[src/ih_pkg.sv]
// ih_pkg: constants shared by the interrupt hierarchy block.
// Assumes a 25 MHz system clock and a 16-bit Avalon-MM register port.
// What this block does
// - All sources share one vector, equal priority, one serviced at a time.
// - Hardware sources reach the CPU only with local, module and global enables; software flags need module and global.
// - Global enable resets to 0; software sets it before interrupts.
// - All module and system mask bits live in one mask register.
// - Flags set on their condition even while disabled anywhere.
// - Pending register has one bit per module plus one system bit.
// - Ports 0-2 pins and timer 1 form pending bit 0, mask bit 0.
// - Port 6 pins, supply monitor, two-wire master form bit 1.
// - Two-wire master has eight flag and enable pairs.
// - Fourteen two-wire slave sources form pending bit 2, mask bit 2.
// - ADC, temperature, sample-holds, three-wire, SPI slave form bit 4.
// - 16 low, 16 high comparator flags and SPI master form bit 5.
// - Each source id bit is the OR of its flags ANDed with enables.
// - Source id registers are 16-bit, read-only, reset 0, reserved read 0.
// - Module 1 id: master bit 8, supply monitor bit 7, port 6 bits 6:0.
// - Module 4 id: SPI slave bit 2, three-wire bit 1, ADC bit 0.
// - Module 5 id: fast comparator bit 1, SPI master bit 0.
// - Vector register takes any address and resets to 0000h.
// - Requests sampled each edge, serviced a cycle later, not in a window.
// - Service cancels fetch, pushes return, sets in-service, loads vector.
// - Return pops, clears in-service, is not interrupted; two-cycle gap.
// - Outside stop mode pin requests need three stable cycles.
package ih_pkg;
  // register word indices on the bus
  localparam logic [3:0] IH_ADDR_CTRL = 4'h0;
  localparam logic [3:0] IH_ADDR_MASK = 4'h1;
  localparam logic [3:0] IH_ADDR_PEND = 4'h2;
  localparam logic [3:0] IH_ADDR_VECT = 4'h3;
  localparam logic [3:0] IH_ADDR_ID1  = 4'h4;
  localparam logic [3:0] IH_ADDR_ID4  = 4'h5;
  localparam logic [3:0] IH_ADDR_ID5  = 4'h6;
  localparam logic [3:0] IH_ADDR_SWF  = 4'h7;
  // control register fields
  localparam int IH_CTRL_GIE = 0;
  localparam int IH_CTRL_INSVC = 1;
  // system bit position in mask and pending registers
  localparam int IH_SYS_BIT = 15;
  localparam int IH_NMOD    = 6;
  // module 1 id fields
  localparam int IH_ID1_SUPMON = 7;
  localparam int IH_ID1_TWM    = 8;
  // module 4 and 5 id fields
  localparam int IH_ID4_ADC = 0;
  localparam int IH_ID4_TW3 = 1;
  localparam int IH_ID4_SPS = 2;
  localparam int IH_ID5_SPM = 0;
  localparam int IH_ID5_CMP = 1;
  // reset values
  localparam logic [15:0] IH_RST_ZERO = 16'h0000;
  localparam logic [15:0] IH_RST_VECT = 16'h0000;
  // glitch filter length in system clocks
  localparam int IH_FILT_TAPS = 3;
endpackage

[src/ih_glitch_filter.sv]
// ih_glitch_filter: synchroniser plus stable-sample filter for pin requests.
// Assumes asynchronous inputs and a single system clock.
`timescale 1ns/100ps
`default_nettype none
module ih_glitch_filter #(
  parameter int W    = 1,
  parameter int TAPS = 3
) (
  // clock and reset
  input  wire logic         clock,
  input  wire logic         rst_n,
  // control
  input  wire logic         stop_mode,
  // data
  input  wire logic [W-1:0] raw,
  output logic      [W-1:0] filt_r
);
  logic [W-1:0] sync1_r;
  logic [W-1:0] sync2_r;
  logic [W-1:0] hist_r [TAPS];
  logic [W-1:0] all1;
  logic [W-1:0] all0;

  // two-flop synchroniser; first stage feeds only the second
  always_ff @(posedge clock or negedge rst_n) begin
    if (!rst_n) begin
      sync1_r <= '0;
      sync2_r <= '0;
    end else begin
      sync1_r <= raw;
      sync2_r <= sync1_r;
    end
  end

  // history of synchronised samples
  always_ff @(posedge clock or negedge rst_n) begin
    if (!rst_n) begin
      for (int i = 0; i < TAPS; i++) hist_r[i] <= '0;
    end else begin
      hist_r[0] <= sync2_r;
      for (int i = 1; i < TAPS; i++) hist_r[i] <= hist_r[i-1];
    end
  end

  // a level counts only once it held for all taps
  always_comb begin
    all1 = '1;
    all0 = '1;
    for (int i = 0; i < TAPS; i++) begin
      all1 = all1 & hist_r[i];
      all0 = all0 & ~hist_r[i];
    end
  end

  // in stop mode the filter clock is not trusted, so pass through
  always_ff @(posedge clock or negedge rst_n) begin
    if (!rst_n) filt_r <= '0;
    else if (stop_mode) filt_r <= sync2_r;
    else filt_r <= (filt_r | all1) & ~all0;
  end
endmodule // ih_glitch_filter
`default_nettype wire

[src/ih_top.sv]
// ih_top: interrupt aggregation, masking and CPU request sequencing.
// Assumes peripheral flags and enables are synchronous except pin requests,
// and that the CPU acts on irq_take_r and signals returns with rfi.
`timescale 1ns/100ps
`default_nettype none
module ih_top
  import ih_pkg::*;
(
  // clock and reset
  input  wire logic        clock,
  input  wire logic        rst_n,
  // avalon-mm slave
  input  wire logic [3:0]  avs_address,
  input  wire logic        avs_read,
  input  wire logic        avs_write,
  input  wire logic [15:0] avs_writedata,
  input  wire logic [1:0]  avs_byteenable,
  output logic      [15:0] avs_readdata,
  output logic             avs_waitrequest,
  // module 0 sources
  input  wire logic [23:0] pin012_flag,
  input  wire logic [23:0] pin012_en,
  input  wire logic        tmr1_flag,
  input  wire logic        tmr1_en,
  // module 1 sources
  input  wire logic [6:0]  port6_flag,
  input  wire logic [6:0]  port6_en,
  input  wire logic        supmon_flag,
  input  wire logic        supmon_en,
  input  wire logic [7:0]  twm_flag,
  input  wire logic [7:0]  twm_en,
  // module 2 sources
  input  wire logic [13:0] tws_flag,
  input  wire logic [13:0] tws_en,
  // module 3 sources
  input  wire logic        tmr2_flag,
  input  wire logic        tmr2_en,
  // module 4 sources
  input  wire logic [3:0]  adc_flag,
  input  wire logic [3:0]  adc_en,
  input  wire logic        tw3_flag,
  input  wire logic        tw3_en,
  input  wire logic [2:0]  spis_flag,
  input  wire logic        spis_en,
  // module 5 sources
  input  wire logic [15:0] cmp_lo_flag,
  input  wire logic [15:0] cmp_lo_en,
  input  wire logic [15:0] cmp_hi_flag,
  input  wire logic [15:0] cmp_hi_en,
  input  wire logic [3:0]  spim_flag,
  input  wire logic        spim_en,
  // system source
  input  wire logic        wdt_flag,
  input  wire logic        wdt_en,
  // cpu side
  input  wire logic        stop_mode,
  input  wire logic        exc_window,
  input  wire logic        rfi,
  output logic             irq_req_r,
  output logic             irq_take_r,
  output logic      [15:0] handler_vector,
  output logic             in_service_bit
);
  import ih_pkg::*;

  typedef enum logic [0:0] {IH_IDLE, IH_ACK} ih_state_e;

  ih_state_e      state_r;
  ih_state_e      state_nxt;
  logic [15:0]    module_mask_reg;
  logic           global_irq_enable;
  logic [3:0]     swf_r;
  logic [15:0]    module1_source_id;
  logic [15:0]    module4_source_id;
  logic [15:0]    module5_source_id;
  logic [15:0]    module_pending_reg;
  logic [23:0]    pin012_filt;
  logic [6:0]     port6_filt;
  logic [15:0]    id1_nxt;
  logic [15:0]    id4_nxt;
  logic [15:0]    id5_nxt;
  logic [15:0]    pend_nxt;
  logic           any_masked;
  logic           acc;
  logic           wr_hit;
  logic [15:0]    wmask;
  logic [15:0]    rd_nxt;

  // pin requests are asynchronous and must pass the glitch filter
  ih_glitch_filter #(
    .W    (24),
    .TAPS (IH_FILT_TAPS)
  ) u_filt012 (
    .clock     (clock),
    .rst_n     (rst_n),
    .stop_mode (stop_mode),
    .raw       (pin012_flag),
    .filt_r    (pin012_filt)
  );

  ih_glitch_filter #(
    .W    (7),
    .TAPS (IH_FILT_TAPS)
  ) u_filt6 (
    .clock     (clock),
    .rst_n     (rst_n),
    .stop_mode (stop_mode),
    .raw       (port6_flag),
    .filt_r    (port6_filt)
  );

  // bus handshake: one wait cycle, answer on the next edge
  assign acc    = (avs_read | avs_write) & avs_waitrequest;
  assign wr_hit = avs_write & ~avs_waitrequest;
  assign wmask  = {{8{avs_byteenable[1]}}, {8{avs_byteenable[0]}}};

  always_ff @(posedge clock or negedge rst_n) begin
    if (!rst_n) avs_waitrequest <= 1'b1;
    else if (acc) avs_waitrequest <= 1'b0;
    else avs_waitrequest <= 1'b1;
  end

  // per-function source id bits, each an OR of flag AND enable
  always_comb begin
    id1_nxt = IH_RST_ZERO;
    id1_nxt[6:0] = port6_filt & port6_en;
    id1_nxt[IH_ID1_SUPMON] = supmon_flag & supmon_en;
    id1_nxt[IH_ID1_TWM] = |(twm_flag & twm_en);
    id4_nxt = IH_RST_ZERO;
    id4_nxt[IH_ID4_ADC] = |(adc_flag & adc_en);
    id4_nxt[IH_ID4_TW3] = tw3_flag & tw3_en;
    id4_nxt[IH_ID4_SPS] = |spis_flag & spis_en;
    id5_nxt = IH_RST_ZERO;
    id5_nxt[IH_ID5_SPM] = |spim_flag & spim_en;
    id5_nxt[IH_ID5_CMP] = |(cmp_lo_flag & cmp_lo_en) |
                          |(cmp_hi_flag & cmp_hi_en);
  end

  // id registers are read-only, reserved bits stay zero
  always_ff @(posedge clock or negedge rst_n) begin
    if (!rst_n) begin
      module1_source_id <= IH_RST_ZERO;
      module4_source_id <= IH_RST_ZERO;
      module5_source_id <= IH_RST_ZERO;
    end else begin
      module1_source_id <= id1_nxt;
      module4_source_id <= id4_nxt;
      module5_source_id <= id5_nxt;
    end
  end

  // module pending bits, system bit at the top
  always_comb begin
    pend_nxt = IH_RST_ZERO;
    pend_nxt[0] = |(pin012_filt & pin012_en) |
                  (tmr1_flag & tmr1_en);
    pend_nxt[1] = |id1_nxt;
    pend_nxt[2] = |(tws_flag & tws_en);
    pend_nxt[3] = |swf_r | (tmr2_flag & tmr2_en);
    pend_nxt[4] = |id4_nxt;
    pend_nxt[5] = |id5_nxt;
    pend_nxt[IH_SYS_BIT] = wdt_flag & wdt_en;
  end

  always_ff @(posedge clock or negedge rst_n) begin
    if (!rst_n) module_pending_reg <= IH_RST_ZERO;
    else module_pending_reg <= pend_nxt;
  end

  // global enable lives in the control word
  always_ff @(posedge clock or negedge rst_n) begin
    if (!rst_n) begin
      global_irq_enable <= 1'b0;
    end else if (wr_hit && avs_address == IH_ADDR_CTRL &&
                 avs_byteenable[0]) begin
      global_irq_enable <= avs_writedata[IH_CTRL_GIE];
    end
  end

  // one mask word covers every module plus system, so one write
  // can mask or unmask several modules at once
  always_ff @(posedge clock or negedge rst_n) begin
    if (!rst_n) begin
      module_mask_reg <= IH_RST_ZERO;
    end else if (wr_hit && avs_address == IH_ADDR_MASK) begin
      module_mask_reg <= (module_mask_reg & ~wmask) |
                         (avs_writedata & wmask);
    end
  end

  // vector takes any address
  always_ff @(posedge clock or negedge rst_n) begin
    if (!rst_n) begin
      handler_vector <= IH_RST_VECT;
    end else if (wr_hit && avs_address == IH_ADDR_VECT) begin
      handler_vector <= (handler_vector & ~wmask) |
                        (avs_writedata & wmask);
    end
  end

  // software flags are set regardless of any enable
  always_ff @(posedge clock or negedge rst_n) begin
    if (!rst_n) begin
      swf_r <= 4'h0;
    end else if (wr_hit && avs_address == IH_ADDR_SWF &&
                 avs_byteenable[0]) begin
      swf_r <= avs_writedata[3:0];
    end
  end

  // in-service bit: entry sets, return or software clears;
  // set wins so an entry in the clearing cycle is not lost
  always_ff @(posedge clock or negedge rst_n) begin
    if (!rst_n) begin
      in_service_bit <= 1'b0;
    end else if (state_r == IH_ACK) begin
      in_service_bit <= 1'b1;
    end else if (rfi) begin
      in_service_bit <= 1'b0;
    end else if (wr_hit && avs_address == IH_ADDR_CTRL &&
                 avs_byteenable[0]) begin
      in_service_bit <= avs_writedata[IH_CTRL_INSVC];
    end
  end

  // any pending module whose mask bit is on
  assign any_masked = |(module_pending_reg & module_mask_reg);

  // request; a return cycle never raises one, giving the two-cycle gap.
  // a flag left set by the handler simply requests again
  always_ff @(posedge clock or negedge rst_n) begin
    if (!rst_n) irq_req_r <= 1'b0;
    else irq_req_r <= global_irq_enable & ~in_service_bit &
                      ~rfi & any_masked & (state_r == IH_IDLE) &
                      ~irq_take_r;
  end

  // sequencer: sample, one stall cycle, then take
  always_comb begin
    state_nxt = state_r;
    unique case (state_r)
      IH_IDLE: begin
        if (irq_req_r && !exc_window && !rfi) state_nxt = IH_ACK;
      end
      IH_ACK: begin
        state_nxt = IH_IDLE;
      end
    endcase
  end

  always_ff @(posedge clock or negedge rst_n) begin
    if (!rst_n) state_r <= IH_IDLE;
    else state_r <= state_nxt;
  end

  // take pulse tells the cpu to cancel fetch, push and jump to vector
  always_ff @(posedge clock or negedge rst_n) begin
    if (!rst_n) irq_take_r <= 1'b0;
    else irq_take_r <= (state_r == IH_ACK);
  end

  // read mux; unmapped words return zero
  always_comb begin
    rd_nxt = IH_RST_ZERO;
    unique case (avs_address)
      IH_ADDR_CTRL: begin
        rd_nxt[IH_CTRL_GIE] = global_irq_enable;
        rd_nxt[IH_CTRL_INSVC] = in_service_bit;
      end
      IH_ADDR_MASK: rd_nxt = module_mask_reg;
      IH_ADDR_PEND: rd_nxt = module_pending_reg;
      IH_ADDR_VECT: rd_nxt = handler_vector;
      IH_ADDR_ID1:  rd_nxt = module1_source_id;
      IH_ADDR_ID4:  rd_nxt = module4_source_id;
      IH_ADDR_ID5:  rd_nxt = module5_source_id;
      IH_ADDR_SWF:  rd_nxt[3:0] = swf_r;
      default:      rd_nxt = IH_RST_ZERO;
    endcase
  end

  // data is latched with the cycle that drops waitrequest
  always_ff @(posedge clock or negedge rst_n) begin
    if (!rst_n) avs_readdata <= IH_RST_ZERO;
    else if (acc && avs_read) avs_readdata <= rd_nxt;
  end
endmodule // ih_top
`default_nettype wire

[config.mk]
export PLATFORM = sky130hd
export DESIGN_NAME = ih_top
export DESIGN_NICKNAME = d
export VERILOG_FILES = /design/src/ih_pkg.sv /design/src/ih_glitch_filter.sv /design/src/ih_top.sv
export SDC_FILE = /design/constraint.sdc
export NUM_CORES = 1
export LEC_CHECK = 0
export BUFFER_PORTS_ARGS = -buffer_cell sky130_fd_sc_hd__buf_2
export CORE_ASPECT_RATIO = 1.1
export CORE_MARGIN = 2
export CORE_UTILIZATION = 35
export DETAILED_ROUTE_END_ITERATION = 6
export GPL_TIMING_DRIVEN = 0
export SETUP_SLACK_MARGIN = 0.5
export SYNTH_ARGS = -nofsm -noshare
export SYNTH_HDL_FRONTEND = slang
export SYNTH_HIERARCHICAL = 1
export SYNTH_SLANG_ARGS = --single-unit
[constraint.sdc]
create_clock -name clock -period 1.48 [get_ports clock]
set_input_delay 0.222 -clock clock [delete_from_list [all_inputs] [get_ports clock]]
set_output_delay 0.222 -clock clock [all_outputs]
set_load 0.02 [all_outputs]
==> results of run 1 <==
what timing repair did:
| action | CTS | global route |
|---|---|---|
| gates resized for setup | 135 | 16 |
| buffers inserted | 34 | 21 |
| gates cloned | 2 | 1 |
| setup endpoints to repair | 93 | 203 |
| hold endpoints to repair | 140 | 61 |
| pin swaps | 28 | 16 |
| hold buffers | 84 | 2 |
synth_stat cells, drive strengths merged, types with 6 or more instances:
cell,instances,area share (%)
nand2,55,2.2
mux2,40,5.4
nor2,40,1.6
a22o,15,1.4
o21a,31,2.5
nand4,7,0.46
a21oi,37,2.0
buf,19,1.6
a221oi,9,0.84
and2,10,0.66
o31ai,31,2.6
nand3,6,0.32
nor2b,7,0.46
a22oi,36,2.9
dfrtp,264,70
o21ai,18,0.96
worst min-delay path by stage:
| stage | start | endpoint | slack (ns) | depth (start not counted) |
|---|---|---|---|---|
| 2_1_floorplan | rst_n | async pin | -0.07 | 0 |
| 3_3_place_gp | pin012_flag[7] | u_filt012/sync1_r[7] | 0.33 | 1 |
| 3_5_place_dp | rst_n | async pin | 0.17 | 1 |
| 4_1_cts | rst_n | async pin | -0.39 | 1 |
| 5_1_grt | rst_n | async pin | -0.37 | 1 |
| 6_report | rst_n | async pin | -0.40 | 1 |
cell type report:
cell class / instances / share of cell area [%]
flip-flops and latches: 265 / 46.9
plain buffers: 22 / 1.91
multi-input cells: 378 / 20.5
clock buffers: 41 / 5.73
well taps: 357 / 3.16
diodes: 1 / 0.0177
clock inverters: 8 / 0.947
repair buffers: 403 / 20.8
power groups by stage:
stage / logic (mW) / clock network, mW / registers, mW
3_3_place_gp: 1.51 / 0 / 8.20
4_1_cts: 2.09 / 7.27 / 8.09
5_1_grt: 2.42 / 7.55 / 8.15
6_report: 2.22 / 7.05 / 8.10
2_1_floorplan: 0.723 / 0 / 8.22
3_5_place_dp: 1.55 / 0 / 8.22
per-layer routing:
metal  wire (um)  GRT usage [%]  up-vias
met5           0              0        -
met4         738           5.11        0
met3        1240           3.12       50
met2       12600           30.1      204
met1       10600           22.7     3474
li1            -              -     3309
per-stage QoR:
stage | TNS [ns] | hold slack (ns) | setup slack, ns | util (%)
after floorplan | 0 | -0.0736 | 0.0744 | -
after global placement | -1202.20 | 0.329 | -4.99 | 42.3
after detailed placement | -7.71 | 0.174 | -0.101 | 42.5
after CTS | -0.00972 | -0.389 | -0.00972 | 51.9
after global routing | -0.0310 | -0.373 | -0.0310 | 52.9
final | 0 | -0.399 | 0.00609 | 52.9
kinds of logic (layout without fill, tap and decap cells):
logic type / after synthesis / after routing / synth area share [%]
buf+inv: 22 / 474 / 1.69
xor+xnor: 1 / 1 / 0.0930
mux: 45 / 45 / 6.08
compound gates: 188 / 188 / 14.2
other cells: 0 / 1 / 0
flops: 265 / 265 / 70.4
simple gates: 144 / 144 / 7.58
==> impl_metrics.yaml, run 1 <==
run_status:
  failed_checks: "hold timing"
  outcome: "complete, but fails checks"
sta:
  period_minus_slack_ns: 1.47
  worst_slew_margin_rel_pct: 62.8
  hold_ws_ns: -0.399
  timing.final.hold_violations: 60
  grt_setup_unrepaired: "yes"
  slew_violations: 0
  setup-violations-final: 0
  fin_skew_ns: 0.00896
  layout_worst_path_cycle_share_pct: 99.6
  fmax_ghz: 0.678
  timing_worst_slew_pin_value_ns: 0.558
grt:
  grt_pass1_vias: 7481
  grt_pass1_wl_um: 39600
  grt_antenna_before_repair: 1
  gr-total-overflow: 0
  pin_count_of_the_biggest_net_entering_global_routing: 108
  track_usage_pct: 17.5
drt:
  routed_wl_um: 25100
  route.vias.total: 7037
  drt_pass1_iterations: 5
  drt_drc_violations_left: 0
  drt-vias-per-instance: 4.77
  antenna_left: 0
  drtIter0Drc: 400
  routed_wire_length_per_instance_um: 17.0
synthesis:
  synth_warn: 6
  post_synth_inst_count: 665
  ys.flop_type: "sky130_fd_sc_hd__dfrtp_1"
  synth_enable_flop_cells: 0
  share_of_synthesized_area_occupied_by_flip_flops_and_latches_pct: 70.4
  synth.net_count: 891
  synthesis.area_per_instance_um2: 14.2
  synth-async-reset-ratio_pct: 100
  synth.lib_cells_used.distinct: 48
  syn_area_um2: 9420
  ff_latch_count_synth: 265
floorplanning:
  dieHeight_um: 176
  die_width_um: 160
  start_util_pct: 35.3
  std_cell_rows: 63
  top_level_ports: 262
  die_footprint_um2: 28300
  core_um2: 26700
worst_setup_path:
  r2r_setup_slack_ns: 0.07
  standard_cell_with_the_maximum_stage_delay_on_the_critical_path: "sky130_fd_sc_hd__dfstp_2"
  crit_chain: "buf_6"
  critPathKind: "reg -> out"
  timing.critical_path.required_ns: 1.26
  critPathTopFamily: "flip-flops"
  critPathMaxStageDelay_ns: 0.58
  worstPathMaxFanout: 4
  crit_start: "avs_waitrequest"
  timing.critical_path.to: "avs_waitrequest"
  worst_ep_arrival_time_ns: 1.25
  worst_r2r_path_depth: 4
  setup.worst_path.start_class: "flop"
  endpoint_kind: "output port"
  r2r-start: "avs_waitrequest"
  timing.critical_path.depth: 1
  path_buf_inv: 1
power_and_ir_drop:
  p_seq_share_pct: 46.6
  power.static_leakage_nw: 6.63
  cell_internal_pwr_mw: 13.3
  sw_frac_of_total_pct: 23.3
  peakVddDrop_mv: 1.16
  power.clock.fraction_pct: 40.6
  p_total_mw: 17.4
  comb_power_share_pct: 12.8
  power_density_nw_per_um2: 1230
  switching_power_mw: 4.04
finish:
  share_of_cells_above_drive_strength_1_pct: 41.9
  finish.cell_count_without_fillers: 1475
  seq_area_um2: 6630
  area_growth_from_synthesis_to_layout_pct: 50.0
  multi_input_area_um2: 2900
  finish.net_count: 1324
  fill_cells: 2195
  finish.instance_area_um2: 14100
  highest_count_cells_in_the_layout_ignoring_fill_and_taps: "sky130_fd_sc_hd__dfrtp_1 (263), sky130_fd_sc_hd__buf_2 (224), sky130_fd_sc_hd__dlygate4sd3_1 (86), sky130_fd_sc_hd__buf_4 (56), sky130_fd_sc_hd__nand2_1 (47)"
  most_common_cell_after_layout_fill_and_taps_aside: "sky130_fd_sc_hd__dfrtp_1"
clock_tree:
  cts.sink_count: 265
  htree_num_levels: 1
  cts_clock_pin_slew_for_the_worst_setup_and_hold_paths_ns: 0.06
  ctsLongestPathBuffers: 3
  clk-insertion-delay-late_ns: 0.54
  clockRootBuffer: "sky130_fd_sc_hd__clkbuf_16"
  tritoncts: "done"
  tritoncts.num_buffers: 28
place:
  buffer_ports.inserted: 257
  numPlacedInstances: 1281
  dpl_cell_area_um2: 11400
  detailed_place_hpwl_um: 15700
  gp_congestion: 0.789
job:
  max_cap_violations: 0
min_path:
  min-delay-path-class: "in -> async"
Note: power is estimated with default switching activity, not from simulation.
==> inputs of run 2 (changes only) <==
- clock period: 1.48 -> 1.91 ns (I/O delays scaled with it)
==> run 2 against run 1 <==
Compared with the run above: the flow now finishes without violations; critical path depth is 4 higher; via count down 4.1%; clock power shrank 21%; sequential cell count did not move; highest routed layer unchanged; largest cell class unchanged; die area unchanged; clock skew increased by 0.0045 ns; non-clock buffer count is 59 lower; total power decreased by 24%; sequential share of layout area up 3.2 points; combinational power down 36%.
==> impl_metrics.yaml, run 2 (same netlist as run 1, synthesis figures left out) <==
run_status:
  outcome: "complete, no violations"
floorplanning:
  start_util_pct: 35.3
  core_um2: 26700
  die_width_um: 160
  top_level_ports: 262
  dieHeight_um: 176
  std_cell_rows: 63
  die_footprint_um2: 28300
sta:
  hold_ws_ns: 0.0149
  timing.final.hold_violations: 0
  fin_skew_ns: 0.0135
  timing_worst_slew_pin_value_ns: 0.640
  fin_tns_setup_ns: 0
  fmax_ghz: 0.678
  grt_setup_unrepaired: "yes"
  setup-violations-final: 0
  worst_slew_margin_rel_pct: 57.3
  layout_worst_path_cycle_share_pct: 77.2
  period_minus_slack_ns: 1.47
  finalWorstSetupSlack_ns: 0.436
  slew_violations: 0
drt:
  drt-vias-per-instance: 4.76
  drtIter0Drc: 407
  routed_wire_length_per_instance_um: 16.6
  antenna_left: 0
  drt_drc_violations_left: 0
  routed_wl_um: 23500
  drt_pass1_iterations: 4
  route.vias.total: 6752
worst_setup_path:
  crit_start: "avs_waitrequest"
  worstPathMaxFanout: 8
  r2r-start: "avs_waitrequest"
  critPathMaxStageDelay_ns: 0.37
  worst_ep_arrival_time_ns: 1.88
  critPathKind: "reg -> reg"
  setup.worst_path.start_class: "flop"
  endpoint_kind: "flop"
  standard_cell_with_the_maximum_stage_delay_on_the_critical_path: "sky130_fd_sc_hd__dfstp_2"
  timing.critical_path.required_ns: 2.32
  crit_chain: "buf_4, nor2b_4, and3_4, buf_12, mux2_4"
  r2r_setup_slack_ns: 0.44
finish:
  fill_cells: 2300
  highest_count_cells_in_the_layout_ignoring_fill_and_taps: "sky130_fd_sc_hd__dfrtp_1 (263), sky130_fd_sc_hd__buf_2 (255), sky130_fd_sc_hd__dlygate4sd3_1 (65), sky130_fd_sc_hd__nand2_1 (54), sky130_fd_sc_hd__nor2_1 (38)"
  final_util_pct: 49.5
  finish.instance_area_um2: 13200
  area_growth_from_synthesis_to_layout_pct: 40.3
  most_common_cell_after_layout_fill_and_taps_aside: "sky130_fd_sc_hd__dfrtp_1"
  share_of_cells_above_drive_strength_1_pct: 39.0
  finish.net_count: 1264
  finish.cell_count_without_fillers: 1418
place:
  dpl_cell_area_um2: 11300
  buffer_ports.inserted: 257
  gp_congestion: 0.851
  worst_setup_slack_after_placement_ns: 0.307
  numPlacedInstances: 1281
  detailed_place_hpwl_um: 16200
clock_tree:
  clockRootBuffer: "sky130_fd_sc_hd__clkbuf_16"
  cts_clock_pin_slew_for_the_worst_setup_and_hold_paths_ns: 0.06
  tritoncts: "done"
  ctsLongestPathBuffers: 3
  clk-insertion-delay-late_ns: 0.54
  cts.sink_count: 265
  tritoncts.num_buffers: 27
  htree_num_levels: 1
power_and_ir_drop:
  p_total_mw: 13.2
  power_density_nw_per_um2: 1000
  power.static_leakage_nw: 6.23
  peakVddDrop_mv: 0.879
min_path:
  hold_path.startpoint: "supmon_en"
  min-delay-path-class: "in -> reg"
grt:
  track_usage_pct: 16.9
  grt_pass1_vias: 7200
  pin_count_of_the_biggest_net_entering_global_routing: 126
  grt_pass1_wl_um: 38300
  grt_antenna_before_repair: 1
  gr-total-overflow: 0
job:
  max_cap_violations: 0
[run 2: cell types whose count changed in the layout (fill, tap and decap cells not counted), sizes merged]
| cell | before | now |
|---|---|---|
| clkbuf | 44 | 39 |
| dlygate4sd3 | 86 | 65 |
| buf | 336 | 300 |
| clkinv | 5 | 7 |
| clkinvlp | 0 | 1 |
| diode | 1 | 2 |
| inv | 0 | 1 |
[run 2: final timing paths]
kind                                              end  cells after the start
worst max-delay path                             flop                      5
worst min-delay path             module1_source_id[7]                      2
worst max register to register                   flop                      5
worst min register to register  u_filt012/sync2_r[20]                      0
max in group asynchronous        u_filt012/hist_r[68]                      3
min in group asynchronous                   async pin                      2
[run 2: final cells by class]
| class | count | area (um^2) | share of cell area, % |
|---|---|---|---|
| clock inverters | 12 | 156 | 1.18 |
| well taps | 357 | 447 | 3.38 |
| diodes | 2 | 5.00 | 0.0378 |
| multi-input cells | 378 | 2760 | 20.9 |
| clock buffers | 38 | 807 | 6.10 |
| repair buffers | 344 | 2180 | 16.5 |
| flip-flops and latches | 265 | 6630 | 50.2 |
| plain buffers | 22 | 231 | 1.75 |
[run 2: report_power, final]
group          internal [mW]  total (mW)  switching [mW]
combinational          0.772        1.43           0.658
clock                   3.36        5.55            2.18
sequential              6.00        6.25           0.249
total                   10.1        13.2            3.09
[run 2: what timing repair did]
item / 4_1_cts / 5_1_grt
setup endpoints to repair: 55 / 60
gates resized for setup: 26 / 23
hold buffers: 65 / 1
pin swaps: 2 / 5
buffers inserted: 15 / 5
endpoints found under the hold margin: 106 / 1
[run 2: metal layers]
layer | track usage, % | up-vias | wire, um
met5 | 0 | - | 0
met4 | 4.77 | 0 | 618
met3 | 2.87 | 45 | 1260
met2 | 28.2 | 209 | 11000
met1 | 23.0 | 3318 | 10600
li1 | - | 3180 | -
[run 2: critical path: cells and delay by family (launching register included)]
family                 cells  cell delay (ns)
multiplexers               1             0.30
AND/OR/NAND/NOR            2             0.39
flip-flops                 1             0.37
buffers and inverters      2             0.28
==> inputs of run 3 (changes only) <==
- clock period: 1.91 -> 1.35 ns (I/O delays scaled with it)
==> run 3 against run 2 <==
Compared with the run above: the run now ends with hold timing, setup timing left; register-to-register slack got worse by 0.50 ns; clock skew down 0.0037 ns; sequential share of layout area down 3.5 points; first-iteration DRC count up 13%; sequential power up 42%; clock power is 48% higher; sequential cell count did not move; largest cell class unchanged.
==> impl_metrics.yaml, run 3 (same netlist as run 1, synthesis figures left out) <==
grt:
  pin_count_of_the_biggest_net_entering_global_routing: 60
  track_usage_pct: 17.5
  grt_antenna_before_repair: 0
  grt_pass1_vias: 7393
  grt_pass1_wl_um: 39400
  gr-total-overflow: 0
place:
  gp_congestion: 0.789
  buffer_ports.inserted: 257
  worst_setup_slack_after_placement_ns: -0.208
  detailed_place_hpwl_um: 15600
worst_setup_path:
  critPathTopFamily: "flip-flops"
  critPathMaxStageDelay_ns: 0.59
  critPathKind: "reg -> out"
  setup.worst_path.start_class: "flop"
  crit_chain: "buf_6"
  timing.critical_path.required_ns: 1.15
  worstPathMaxFanout: 4
  worst_ep_arrival_time_ns: 1.25
  endpoint_kind: "output port"
  path_buf_inv: 1
  standard_cell_with_the_maximum_stage_delay_on_the_critical_path: "sky130_fd_sc_hd__dfstp_2"
finish:
  area_growth_from_synthesis_to_layout_pct: 50.9
  highest_count_cells_in_the_layout_ignoring_fill_and_taps: "sky130_fd_sc_hd__dfrtp_1 (262), sky130_fd_sc_hd__buf_2 (225), sky130_fd_sc_hd__dlygate4sd3_1 (73), sky130_fd_sc_hd__buf_4 (62), sky130_fd_sc_hd__nand2_1 (52)"
  insertedDiodeCount: 0
  finish.net_count: 1322
  share_of_cells_above_drive_strength_1_pct: 43.6
  fill_cells: 2234
  most_common_cell_after_layout_fill_and_taps_aside: "sky130_fd_sc_hd__dfrtp_1"
sta:
  setup-violations-final: 36
  grt_setup_unrepaired: "yes"
  timing.final.hold_violations: 107
  fmax_ghz: 0.691
  fin_skew_ns: 0.00978
  fin_tns_setup_ns: -1.60
  slew_violations: 0
  worst_slew_margin_rel_pct: 66.1
  timing_worst_slew_pin_value_ns: 0.507
  period_minus_slack_ns: 1.45
  hold_ws_ns: -0.453
  finalWorstSetupSlack_ns: -0.0977
  layout_worst_path_cycle_share_pct: 107
drt:
  drt_pass1_iterations: 5
  drtIter0Drc: 460
  routed_wl_um: 24800
  route.vias.total: 6983
  routed_wire_length_per_instance_um: 16.8
  drt_drc_violations_left: 0
  drt-vias-per-instance: 4.73
  antenna_left: 0
power_and_ir_drop:
  p_total_mw: 19.5
  peakVddDrop_mv: 1.05
  power_density_nw_per_um2: 1370
  power.static_leakage_nw: 6.72
floorplanning:
  std_cell_rows: 63
  die_footprint_um2: 28300
  start_util_pct: 35.3
  die_width_um: 160
  core_um2: 26700
  top_level_ports: 262
  dieHeight_um: 176
clock_tree:
  htree_num_levels: 1
  cts.sink_count: 265
  clk-insertion-delay-late_ns: 0.53
  cts_clock_pin_slew_for_the_worst_setup_and_hold_paths_ns: 0.07
  clockRootBuffer: "sky130_fd_sc_hd__clkbuf_16"
  ctsLongestPathBuffers: 3
  tritoncts.num_buffers: 28
  tritoncts: "done"
min_path:
  min-delay-path-class: "in -> async"
run_status:
  failed_checks: "hold timing, setup timing"
  outcome: "complete, but fails checks"
job:
  max_cap_violations: 0
## run 3: cell types whose count changed in the layout (fill, tap and decap cells not counted), moves of 4 or more
cell                             delta
sky130_fd_sc_hd__a21oi_1            -6
sky130_fd_sc_hd__a21oi_2            +6
sky130_fd_sc_hd__a221oi_1           -4
sky130_fd_sc_hd__buf_2             -30
sky130_fd_sc_hd__buf_4             +33
sky130_fd_sc_hd__buf_6             +36
sky130_fd_sc_hd__dlygate4sd3_1      +8
sky130_fd_sc_hd__dlymetal6s4s_1     +6
sky130_fd_sc_hd__mux2_2             -5
sky130_fd_sc_hd__mux2_4             +5
sky130_fd_sc_hd__nor2_1             -4
sky130_fd_sc_hd__o21ai_1            -4
sky130_fd_sc_hd__o21ai_2            +6
## run 3: final timing paths
check	start	endpoint	slack (ns)	cells after the start
max	avs_waitrequest	avs_waitrequest	-0.1	1
min	rst_n	async pin	-0.45	1
max reg2reg	avs_waitrequest	flop	-0.06	4
min reg2reg	u_filt012/sync1_r[16]	u_filt012/sync2_r[16]	0.34	0
max in group asynchronous	rst_n	in_service_bit	0.69	3
min in group clock	port6_en[4]	module1_source_id[4]	-0.06	2
## run 3: through the flow
stage | instance area, um^2 | util (%) | cells
2_1_floorplan | 9530 | - | 665
3_5_place_dp | 11300 | 42.4 | 1281
5_1_grt | 14200 | 53.2 | 1475
4_1_cts | 14000 | 52.2 | 1458
6_report | 14200 | 53.2 | 1475
3_3_place_gp | 11300 | 42.2 | 1279
## run 3: timing repair
| action | 4_1_cts | 5_1_grt |
|---|---|---|
| buffers inserted | 46 | 15 |
| endpoints found under the setup margin | 239 | 130 |
| pin swaps | 40 | 37 |
| hold endpoints to repair | 145 | 111 |
| hold buffers | 77 | 3 |
| cloned | 2 | 0 |
| gates resized for setup | 119 | 48 |
## run 3: final cells by class
| cell class | instances | area, um^2 | area share (%) |
|---|---|---|---|
| flip-flops and latches | 265 | 6640 | 46.7 |
| multi-input cells | 378 | 2930 | 20.6 |
| repair buffers | 401 | 2930 | 20.6 |
| clock buffers | 43 | 898 | 6.32 |
| well taps | 357 | 447 | 3.14 |
| plain buffers | 22 | 254 | 1.79 |
| clock inverters | 9 | 125 | 0.880 |
## run 3: routing by layer
| layer | GRT usage [%] | routed length (um) | share of wire [%] |
|---|---|---|---|
| met1 | 23.8 | 10800 | 44 |
| met2 | 28.4 | 12000 | 48 |
| met3 | 3.52 | 1420 | 5.7 |
| met4 | 5.48 | 594 | 2.4 |
| met5 | 0 | 0 | 0 |
## run 3: power by group
| part | internal [mW] | switching, mW | total [mW] | leakage [nW] |
|---|---|---|---|---|
| Combinational | 1.39 | 1.02 | 2.40 | 3.01 |
| Clock | 5.13 | 3.08 | 8.21 | 0.504 |
| Sequential | 8.50 | 0.385 | 8.88 | 3.21 |
## run 3: worst register-to-register path: stages (launching register included)
cell,delay [ns]
sky130_fd_sc_hd__dfstp_2,0.59
sky130_fd_sc_hd__nor2b_4,0.08
sky130_fd_sc_hd__and3_4,0.18
sky130_fd_sc_hd__buf_12,0.15
sky130_fd_sc_hd__mux2_4,0.30
